--- config.mk ---
export PLATFORM = sky130hd
export DESIGN_NAME = pfi_top
export DESIGN_NICKNAME = d
export VERILOG_FILES = /design/src/pfi_pkg.sv /design/src/pfi_top.sv
export SDC_FILE = /design/constraint.sdc
export NUM_CORES = 1
export LEC_CHECK = 0
export BUFFER_PORTS_ARGS = -buffer_cell sky130_fd_sc_hd__buf_4
export CORE_ASPECT_RATIO = 0.6
export CORE_UTILIZATION = 45
export CTS_CLUSTER_DIAMETER = 30
export CTS_CLUSTER_SIZE = 16
export DETAILED_ROUTE_END_ITERATION = 7
export GPL_ROUTABILITY_DRIVEN = 0
export PLACE_DENSITY = 0.66
export SLEW_MARGIN = 20
export SYNTH_ARGS = -nofsm -noshare
export SYNTH_HDL_FRONTEND = slang
export SYNTH_SLANG_ARGS = --single-unit
--- constraint.sdc ---
create_clock -name clk -period 3.1 [get_ports clk]
set_input_delay 0.465 -clock clk [delete_from_list [all_inputs] [get_ports clk]]
set_output_delay 0.465 -clock clk [all_outputs]
set_load 0.02 [all_outputs]
--- src/pfi_pkg.sv ---
// constants for the shared-pin function and event flag block
package pfi_pkg;
   localparam int ADDR_W = 8;
   localparam int DATA_W = 16;
   localparam logic [ADDR_W-1:0] ADDR_SHARED_PIN = 8'h7c;
   localparam logic [ADDR_W-1:0] ADDR_PAD_PULL   = 8'h7e;
   localparam logic [ADDR_W-1:0] ADDR_FLAGS      = 8'h7f;
   localparam logic [ADDR_W-1:0] ADDR_MASK       = 8'h80;
   localparam logic [ADDR_W-1:0] ADDR_POLARITY   = 8'h81;
   localparam logic [ADDR_W-1:0] ADDR_DIVIDER    = 8'h82;
   // shared pin control fields
   localparam int SP_IN7_EN  = 9;
   localparam int SP_IN8_EN  = 8;
   localparam int SP_GP_MODE = 7;
   localparam int SP_SEL_HI  = 3;
   localparam int SP_SEL_LO  = 0;
   // writable bits of the shared pin control word, reserved bits read 0
   localparam logic [SP_IN7_EN:SP_SEL_LO] SP_CTRL_MASK = 10'h38f;
   localparam int NFLAG      = 10;
   localparam int SUMMARY    = 10;
   localparam int PULL_W     = 8;
   localparam int DIV_W      = 8;
   // flag positions
   localparam int F_SHARED = 9;
   localparam int F_SEQ    = 8;
   localparam int F_IN8    = 4;
   localparam int F_IN7    = 3;
   localparam int F_LOCK   = 2;
   localparam int F_SHORT  = 1;
   localparam int F_DETECT = 0;
   localparam logic [NFLAG-1:0] MASK_RST = 10'h3ff;
   localparam logic [NFLAG-1:0] POL_RST  = 10'h000;
   localparam logic [DIV_W-1:0] DIV_RST  = 8'h01;
   localparam logic [DIV_W-1:0] DIV_STEP = 8'h01;
   typedef enum logic [3:0] {
      PFI_FN_INPUT   = 4'h0,
      PFI_FN_CLKOUT  = 4'h1,
      PFI_FN_LOW     = 4'h2,
      PFI_FN_HIGH    = 4'h3,
      PFI_FN_IRQ     = 4'h4,
      PFI_FN_LOCK    = 4'h5,
      PFI_FN_MICDET  = 4'h6,
      PFI_FN_MICSHRT = 4'h7,
      PFI_FN_DIGITAL_MICROPHONE    = 4'h8,
      PFI_FN_LOOPCLK = 4'h9
   } pfi_fn_t;
endpackage

--- src/pfi_top.sv ---
// shared-pin function, pad pulls and latched event flags
//
// The strobed register port was left to the implementer.
module pfi_top (
   input  wire logic                       clk,
   input  wire logic                       rst,
   input  wire logic [pfi_pkg::ADDR_W-1:0] addr,
   input  wire logic [pfi_pkg::DATA_W-1:0] wdata,
   input  wire logic                       wr,
   input  wire logic                       rd,
   output logic      [pfi_pkg::DATA_W-1:0] rdata,
   input  wire logic [pfi_pkg::NFLAG-1:0]  event_src,
   input  wire logic                       system_clock_tick,
   input  wire logic                       loop_clock,
   input  wire logic                       digital_microphone_clock,
   input  wire logic                       master_clock,
   input  wire logic                       bit_clock_in,
   input  wire logic                       shared_pin_in,
   output logic                            shared_pin_out,
   output logic                            shared_pin_oe_n,
   output logic                            aif_bit_clock,
   output logic      [pfi_pkg::PULL_W-1:0] pull_enable,
   output logic                            irq
);
   import pfi_pkg::*;

   logic [9:0]        sp_ctrl;
   logic [9:0]        next_sp_ctrl;
   logic [PULL_W-1:0] pulls;
   logic [PULL_W-1:0] next_pulls;
   logic [NFLAG-1:0]  flags;
   logic [NFLAG-1:0]  next_flags;
   logic [NFLAG-1:0]  mask;
   logic [NFLAG-1:0]  next_mask;
   logic [NFLAG-1:0]  pol;
   logic [NFLAG-1:0]  next_pol;
   logic [DIV_W-1:0]  divider;
   logic [DIV_W-1:0]  next_divider;
   logic [DIV_W-1:0]  div_cnt;
   logic [DIV_W-1:0]  next_div_cnt;
   logic              div_clk;
   logic              next_div_clk;
   logic [DATA_W-1:0] next_rdata;
   logic              next_pin_out;
   logic              next_oe_n;
   logic              next_bclk;
   logic              next_irq;
   logic [NFLAG-1:0]  cond;
   logic [NFLAG-1:0]  clr;
   logic              pin_irq;
   pfi_fn_t           fn_sel;

   // register file
   always_comb begin
      next_sp_ctrl = sp_ctrl;
      next_pulls   = pulls;
      next_mask    = mask;
      next_pol     = pol;
      next_divider = divider;
      clr          = '0;
      if (wr) begin
         case (addr)
            ADDR_SHARED_PIN: begin
               next_sp_ctrl = wdata[SP_IN7_EN:SP_SEL_LO] & SP_CTRL_MASK;
            end
            ADDR_PAD_PULL:   next_pulls = wdata[PULL_W-1:0];
            ADDR_FLAGS:      clr = wdata[NFLAG-1:0];
            ADDR_MASK:       next_mask = wdata[NFLAG-1:0];
            ADDR_POLARITY:   next_pol = wdata[NFLAG-1:0];
            ADDR_DIVIDER:    next_divider = wdata[DIV_W-1:0];
            default: ;
         endcase
      end
      next_rdata = '0;
      if (rd) begin
         case (addr)
            ADDR_SHARED_PIN: next_rdata = DATA_W'(sp_ctrl);
            ADDR_PAD_PULL:   next_rdata = DATA_W'(pulls);
            // summary bit is the OR of the flags
            ADDR_FLAGS:      next_rdata = DATA_W'({|flags, flags});
            ADDR_MASK:       next_rdata = DATA_W'(mask);
            ADDR_POLARITY:   next_rdata = DATA_W'(pol);
            ADDR_DIVIDER:    next_rdata = DATA_W'(divider);
            default:         next_rdata = '0;
         endcase
      end
   end

   // flag capture
   always_comb begin
      cond = event_src ^ pol;
      // dedicated inputs only sampled while enabled
      cond[F_IN7] = cond[F_IN7] & sp_ctrl[SP_IN7_EN];
      cond[F_IN8] = cond[F_IN8] & sp_ctrl[SP_IN8_EN];
      // set wins over a clear in the same cycle
      next_flags = (flags & ~clr) | cond;
      next_irq   = |(next_flags & ~next_mask);
   end

   // tick marks each system clock edge: a half period of divider ticks
   // gives one output period per twice divider system clocks
   always_comb begin
      next_div_cnt = div_cnt;
      next_div_clk = div_clk;
      if (system_clock_tick) begin
         if (div_cnt + DIV_STEP >= divider) begin
            next_div_cnt = '0;
            next_div_clk = ~div_clk;
         end else begin
            next_div_cnt = div_cnt + DIV_STEP;
         end
      end
   end

   // shared pin mux
   always_comb begin
      fn_sel       = pfi_fn_t'(sp_ctrl[SP_SEL_HI:SP_SEL_LO]);
      pin_irq      = |(flags & ~mask);
      next_pin_out = 1'b0;
      next_oe_n    = 1'b1;
      next_bclk    = bit_clock_in;
      if (sp_ctrl[SP_GP_MODE]) begin
         next_bclk = master_clock;
         next_oe_n = 1'b0;
         case (fn_sel)
            PFI_FN_INPUT:   next_oe_n = 1'b1;
            PFI_FN_CLKOUT:  next_pin_out = div_clk;
            PFI_FN_LOW:     next_pin_out = 1'b0;
            PFI_FN_HIGH:    next_pin_out = 1'b1;
            PFI_FN_IRQ:     next_pin_out = pin_irq;
            PFI_FN_LOCK:    next_pin_out = event_src[F_LOCK];
            PFI_FN_MICDET:  next_pin_out = event_src[F_DETECT];
            PFI_FN_MICSHRT: next_pin_out = event_src[F_SHORT];
            PFI_FN_DIGITAL_MICROPHONE:    next_pin_out = digital_microphone_clock;
            PFI_FN_LOOPCLK: next_pin_out = loop_clock;
            // reserved codes leave the pin undriven
            default:        next_oe_n = 1'b1;
         endcase
      end
   end

   // register file and read data
   always_ff @(posedge clk) begin
      if (rst) begin
         sp_ctrl     <= '0;
         pulls       <= '0;
         mask        <= MASK_RST;
         pol         <= POL_RST;
         divider     <= DIV_RST;
         rdata       <= '0;
         pull_enable <= '0;
      end else begin
         sp_ctrl     <= next_sp_ctrl;
         pulls       <= next_pulls;
         mask        <= next_mask;
         pol         <= next_pol;
         divider     <= next_divider;
         rdata       <= next_rdata;
         pull_enable <= next_pulls;
      end
   end

   pull_write_a: assert property (@(posedge clk) disable iff (rst)
      (wr && addr == ADDR_PAD_PULL)
      |=> pull_enable == $past(wdata[PULL_W-1:0]))
      else $error("pull write not applied");

   mask_write_a: assert property (@(posedge clk) disable iff (rst)
      (wr && addr == ADDR_MASK) |=> mask == $past(wdata[NFLAG-1:0]))
      else $error("mask write not applied");

   // latched flags and interrupt request
   always_ff @(posedge clk) begin
      if (rst) begin
         flags <= '0;
         irq   <= 1'b0;
      end else begin
         flags <= next_flags;
         irq   <= next_irq;
      end
   end

   flag_set_a: assert property (@(posedge clk) disable iff (rst)
      (|cond) |=> (flags & $past(cond)) == $past(cond))
      else $error("flag not set by its event");

   // output clock divider state
   always_ff @(posedge clk) begin
      if (rst) begin
         div_cnt <= '0;
         div_clk <= 1'b0;
      end else begin
         div_cnt <= next_div_cnt;
         div_clk <= next_div_clk;
      end
   end

   div_idle_a: assert property (@(posedge clk) disable iff (rst)
      !system_clock_tick |=> $stable(div_clk) && $stable(div_cnt))
      else $error("divider moved without a tick");

   div_run_a: assert property (@(posedge clk) disable iff (rst)
      (system_clock_tick && divider <= DIV_STEP)
      |=> div_clk != $past(div_clk))
      else $error("divider of one did not toggle");

   // shared pin and bit clock outputs
   always_ff @(posedge clk) begin
      if (rst) begin
         shared_pin_out  <= 1'b0;
         shared_pin_oe_n <= 1'b1;
         aif_bit_clock   <= 1'b0;
      end else begin
         shared_pin_out  <= next_pin_out;
         shared_pin_oe_n <= next_oe_n;
         aif_bit_clock   <= next_bclk;
      end
   end

   bclk_gp_a: assert property (@(posedge clk) disable iff (rst)
      sp_ctrl[SP_GP_MODE] |=> aif_bit_clock == $past(master_clock))
      else $error("bit clock not from master clock");

   pin_low_a: assert property (@(posedge clk) disable iff (rst)
      (sp_ctrl[SP_GP_MODE] && fn_sel == PFI_FN_LOW)
      |=> !shared_pin_oe_n && !shared_pin_out)
      else $error("pin not driven low");

   pin_high_a: assert property (@(posedge clk) disable iff (rst)
      (sp_ctrl[SP_GP_MODE] && fn_sel == PFI_FN_HIGH)
      |=> !shared_pin_oe_n && shared_pin_out)
      else $error("pin not driven high");

   pin_irq_a: assert property (@(posedge clk) disable iff (rst)
      (sp_ctrl[SP_GP_MODE] && fn_sel == PFI_FN_IRQ)
      |=> shared_pin_out == $past(pin_irq))
      else $error("pin does not follow irq");

   pin_lock_a: assert property (@(posedge clk) disable iff (rst)
      (sp_ctrl[SP_GP_MODE] && fn_sel == PFI_FN_LOCK)
      |=> shared_pin_out == $past(event_src[F_LOCK]))
      else $error("pin does not follow lock status");

   pin_det_a: assert property (@(posedge clk) disable iff (rst)
      (sp_ctrl[SP_GP_MODE] && fn_sel == PFI_FN_MICDET)
      |=> shared_pin_out == $past(event_src[F_DETECT]))
      else $error("pin does not follow bias detect");

   pin_shrt_a: assert property (@(posedge clk) disable iff (rst)
      (sp_ctrl[SP_GP_MODE] && fn_sel == PFI_FN_MICSHRT)
      |=> shared_pin_out == $past(event_src[F_SHORT]))
      else $error("pin does not follow bias short");

   pin_digital_microphone_a: assert property (@(posedge clk) disable iff (rst)
      (sp_ctrl[SP_GP_MODE] && fn_sel == PFI_FN_DIGITAL_MICROPHONE)
      |=> shared_pin_out == $past(digital_microphone_clock))
      else $error("pin does not follow mic clock");

   pin_clkout_a: assert property (@(posedge clk) disable iff (rst)
      (sp_ctrl[SP_GP_MODE] && fn_sel == PFI_FN_CLKOUT)
      |=> shared_pin_out == $past(div_clk))
      else $error("pin does not follow divided clock");

   pin_loop_a: assert property (@(posedge clk) disable iff (rst)
      (sp_ctrl[SP_GP_MODE] && fn_sel == PFI_FN_LOOPCLK)
      |=> shared_pin_out == $past(loop_clock))
      else $error("pin does not follow loop clock");

   flag_hold_a: assert property (@(posedge clk) disable iff (rst)
      (flags[F_SHARED] && !(wr && addr == ADDR_FLAGS && wdata[F_SHARED]))
      |=> flags[F_SHARED])
      else $error("flag dropped without clear");
   flag_clear_a: assert property (@(posedge clk) disable iff (rst)
      (wr && addr == ADDR_FLAGS && wdata[F_SEQ] && !cond[F_SEQ])
      |=> !flags[F_SEQ])
      else $error("flag not cleared by write of one");
   irq_mask_a: assert property (@(posedge clk) disable iff (rst)
      irq == |(flags & ~mask))
      else $error("irq disagrees with unmasked flags");
   summary_read_a: assert property (@(posedge clk) disable iff (rst)
      (rd && addr == ADDR_FLAGS) |=> rdata[SUMMARY] == |$past(flags))
      else $error("summary bit wrong");
   input_gate_a: assert property (@(posedge clk) disable iff (rst)
      (!sp_ctrl[SP_IN7_EN] && !flags[F_IN7]) |=> !flags[F_IN7])
      else $error("disabled input set its flag");
   pol_set_a: assert property (@(posedge clk) disable iff (rst)
      (event_src[F_LOCK] != pol[F_LOCK]) |=> flags[F_LOCK])
      else $error("lock flag not set");
   bclk_mode_a: assert property (@(posedge clk) disable iff (rst)
      !sp_ctrl[SP_GP_MODE] |=> aif_bit_clock == $past(bit_clock_in))
      else $error("bit clock not from pin");
   pin_input_a: assert property (@(posedge clk) disable iff (rst)
      (sp_ctrl[SP_GP_MODE] && fn_sel == PFI_FN_INPUT) |=> shared_pin_oe_n)
      else $error("input function drives pin");
endmodule

==> metrics <==
Synth top area share between 40% and 50%; largest net degree at the start of global routing 66; first-pass GRT wire length between 15000 and 20000 um; VDD IR-drop max 0.289 mV; final WL 10900 um; hold buffer count at cts 0; final setup vio count 0; NumNets Final ~560; CP Depth 10; Post-DRT Antenna Nets 0; CTS buffer count 9; GRT Total Usage about a quarter; Root Buffer Master clkbuf_16; Post-DP Area ~4300 um^2; Most Frequent Cell on Critical Path ha_1; EDFF count, synth 0; I/O Pins a little over 70; Avg Synthesized Cell Area 8.39 um^2; Vias 3535; Startpoint Class register; Main synth FF type dfxtp_1; sequential share of the synthesized area 40.7%; CTS Sinks 77; initial antenna violation count 0; largest area contributor in the netlist dfxtp_1; Synth Instances 452; Worst Hold Depth 3; Cell Chain, Critical Path ha_1, nand3_1, nor2_1, xor2_1, ha_1, a21o_1, a21oi_1, o21a_2, nand4b_1, a31oi_1; area delta synth->final 22.7%; Mapped Area between 3000 and 4000 um^2; Power Density a little under 500 nW/um^2; Final Hold Fails 0; vias in the first global route 3191; DR pass1 iterations 5; area of the core 8010 um^2; fin crit share 88.2%; status finished, final reports clean; H-tree depth 3; clk slew on worst S/H paths around 60 ps; Residual DRC 0; slowest stage delay, CP 400 ps; drt wl/cell 17.6 um; top cells by area, synth dfxtp_1, nand2_1, mux2i_1; 1st-iter DRT viols 323; critical path peak fanout 14; Placement Rows 25; Required @ worst endpoint 3360 ps; CP max stage cell dfxtp_1; initial core utilization 47.3%; commonest non-fill, non-tap cell in the layout dfxtp_1; Pins Over Slew Limit 0; full die area 8810 um^2; LEAKAGE 1.88 nW; layout cell share with drive strength beyond 1 18.5%; Vias/cell approximately 5.7; Antenna Cells 0; Async SR Flop Fraction 0%; I/O Buffers 59; Cell variety after synth 50; Max Cap Viol 0; Max-slew headroom 53.7%; die height roughly 73 um; CTS tree built; Die X 120 um; overflow left after global routing 0; minimum clock period 2730 ps; sum of negative setup slack 0 ps; Final Cell Area 4650 um^2; cell depth of the worst flop-to-flop path 10; CP arrival 3000 ps; crit path kind reg2reg; RSZ-0062 raised after global routing no; worst min path class in2reg; clock buffer depth 2; Least-Margin Pin Slew 694 ps; commonest cells after routing, fill and taps aside dfxtp_1, buf_4, nand2_1; Worst path top cell family by delay compound AO/OA/AOI/OAI gates; worst skew pair latency 340 ps; Syn. warnings 0; Synth Register Bits between 70 and 80; dpl hpwl 8000 um; placed cells a little over 600; crit end category register; Bufs and invs on worst path 0; non-filler cells, final 621; Max Fclk 0.366 GHz; skew final 6.16 ps
[repair_timing]
item | in CTS | in global routing
gates resized for setup | 0 | 1
setup endpoints to repair | 0 | 1
buffers inserted | 0 | 0
[synthesized netlist by cell type, drive strengths merged (2+ instances only)]
master and count:
a222oi 4, xor2 7, nor2 24, and2 2, xnor2 9, a221oi 3, and3 2, ha 9
nor3b 2, or4 3, nor2b 9, nand4b 2, nand2 66, a211o 2, dfxtp 77, buf 10
a21o 7, nand3b 3, a22o 10, nor3 2, o21ai 4, a31oi 10, a21oi 41, mux2i 21
nand2b 14, a22oi 15, clkbuf 19, nand3 40, o22ai 3, inv 18
[report_power, final]
group          switching, W  leakage, nW  internal [W]  total, W
registers         0.0000116        0.624       0.00100   0.00101
clock network      0.000419        0.158      0.000725   0.00114
logic             0.0000828         1.10     0.0000603  0.000143
total              0.000514         1.88       0.00179   0.00230
[cells by family (layout without fill, tap and decap cells)]
logic type	count (synthesis)	count (layout)	share of synthesized area, %
adder cells (fa/ha/maj)	9	9	2.97
buffers and inverters	48	105	5.74
XOR/XNOR	16	16	3.70
AND/OR/NAND/NOR	175	175	22.8
flip-flops	77	77	40.7
other	1	5	0.0989
AO/OA/AOI/OAI	104	104	18.2
multiplexers	22	22	5.84
[stage by stage]
stage	hold slack [ps]	total power [W]	utilization, %	setup WS (ps)
5_1_grt	378	0.00237	58.1	150
3_3_place_gp	447	0.00117	54.0	390
3_5_place_dp	458	0.00117	54.0	316
6_report	366	0.00230	58.1	365
2_1_floorplan	436	0.00110	-	590
4_1_cts	360	0.00231	58.1	251
[sequential cells by signal, indices dropped and copies added (netlist names)]
| name | cells |
|---|---|
| aif_bit_clock | 1 |
| div_clk | 1 |
| div_cnt | 8 |
| divider | 8 |
| flags | 10 |
| irq | 1 |
| mask | 10 |
| pol | 10 |
| pulls | 8 |
| rdata | 11 |
| shared_pin_oe_n | 1 |
| shared_pin_out | 1 |
| sp_ctrl | 7 |
[cell type report]
| cell class | instances | area (um^2) |
|---|---|---|
| Clock buffer | 10 | 239 |
| Clock inverter | 6 | 86.3 |
| Fill cell | 756 | 3360 |
| Inverter | 19 | 71.3 |
| Multi-Input combinational cell | 331 | 2050 |
| Sequential cell | 77 | 1540 |
| Tap cell | 108 | 135 |
| Timing Repair Buffer | 70 | 526 |
[final timing paths]
path                     start       endpoint  slack (ps)
setup reg to reg    div_cnt[0]     div_cnt[2]         370
hold / removal    bit_clock_in  aif_bit_clock         370
hold reg to reg     divider[3]     divider[3]         460
setup / recovery    div_cnt[0]     div_cnt[2]         370
[worst register-to-register path, cell delays in order (launching register included)]
cell	delay, ps
dfxtp_1	400
ha_1	260
nand3_1	190
nor2_1	220
xor2_1	270
ha_1	310
a21o_1	160
a21oi_1	180
o21a_2	330
nand4b_1	140
a31oi_1	180
[metal layers]
layer / routed length [um] / global-route usage [%] / vias up
met3: 1180 / 6.25 / 13
met4: 142 / 8.50 / 0
li1: - / - / 1700
met2: 4350 / 37.4 / 180
met1: 5250 / 38.3 / 1642
met5: 0 / 0 / -
(Power assumes the default switching activity.)
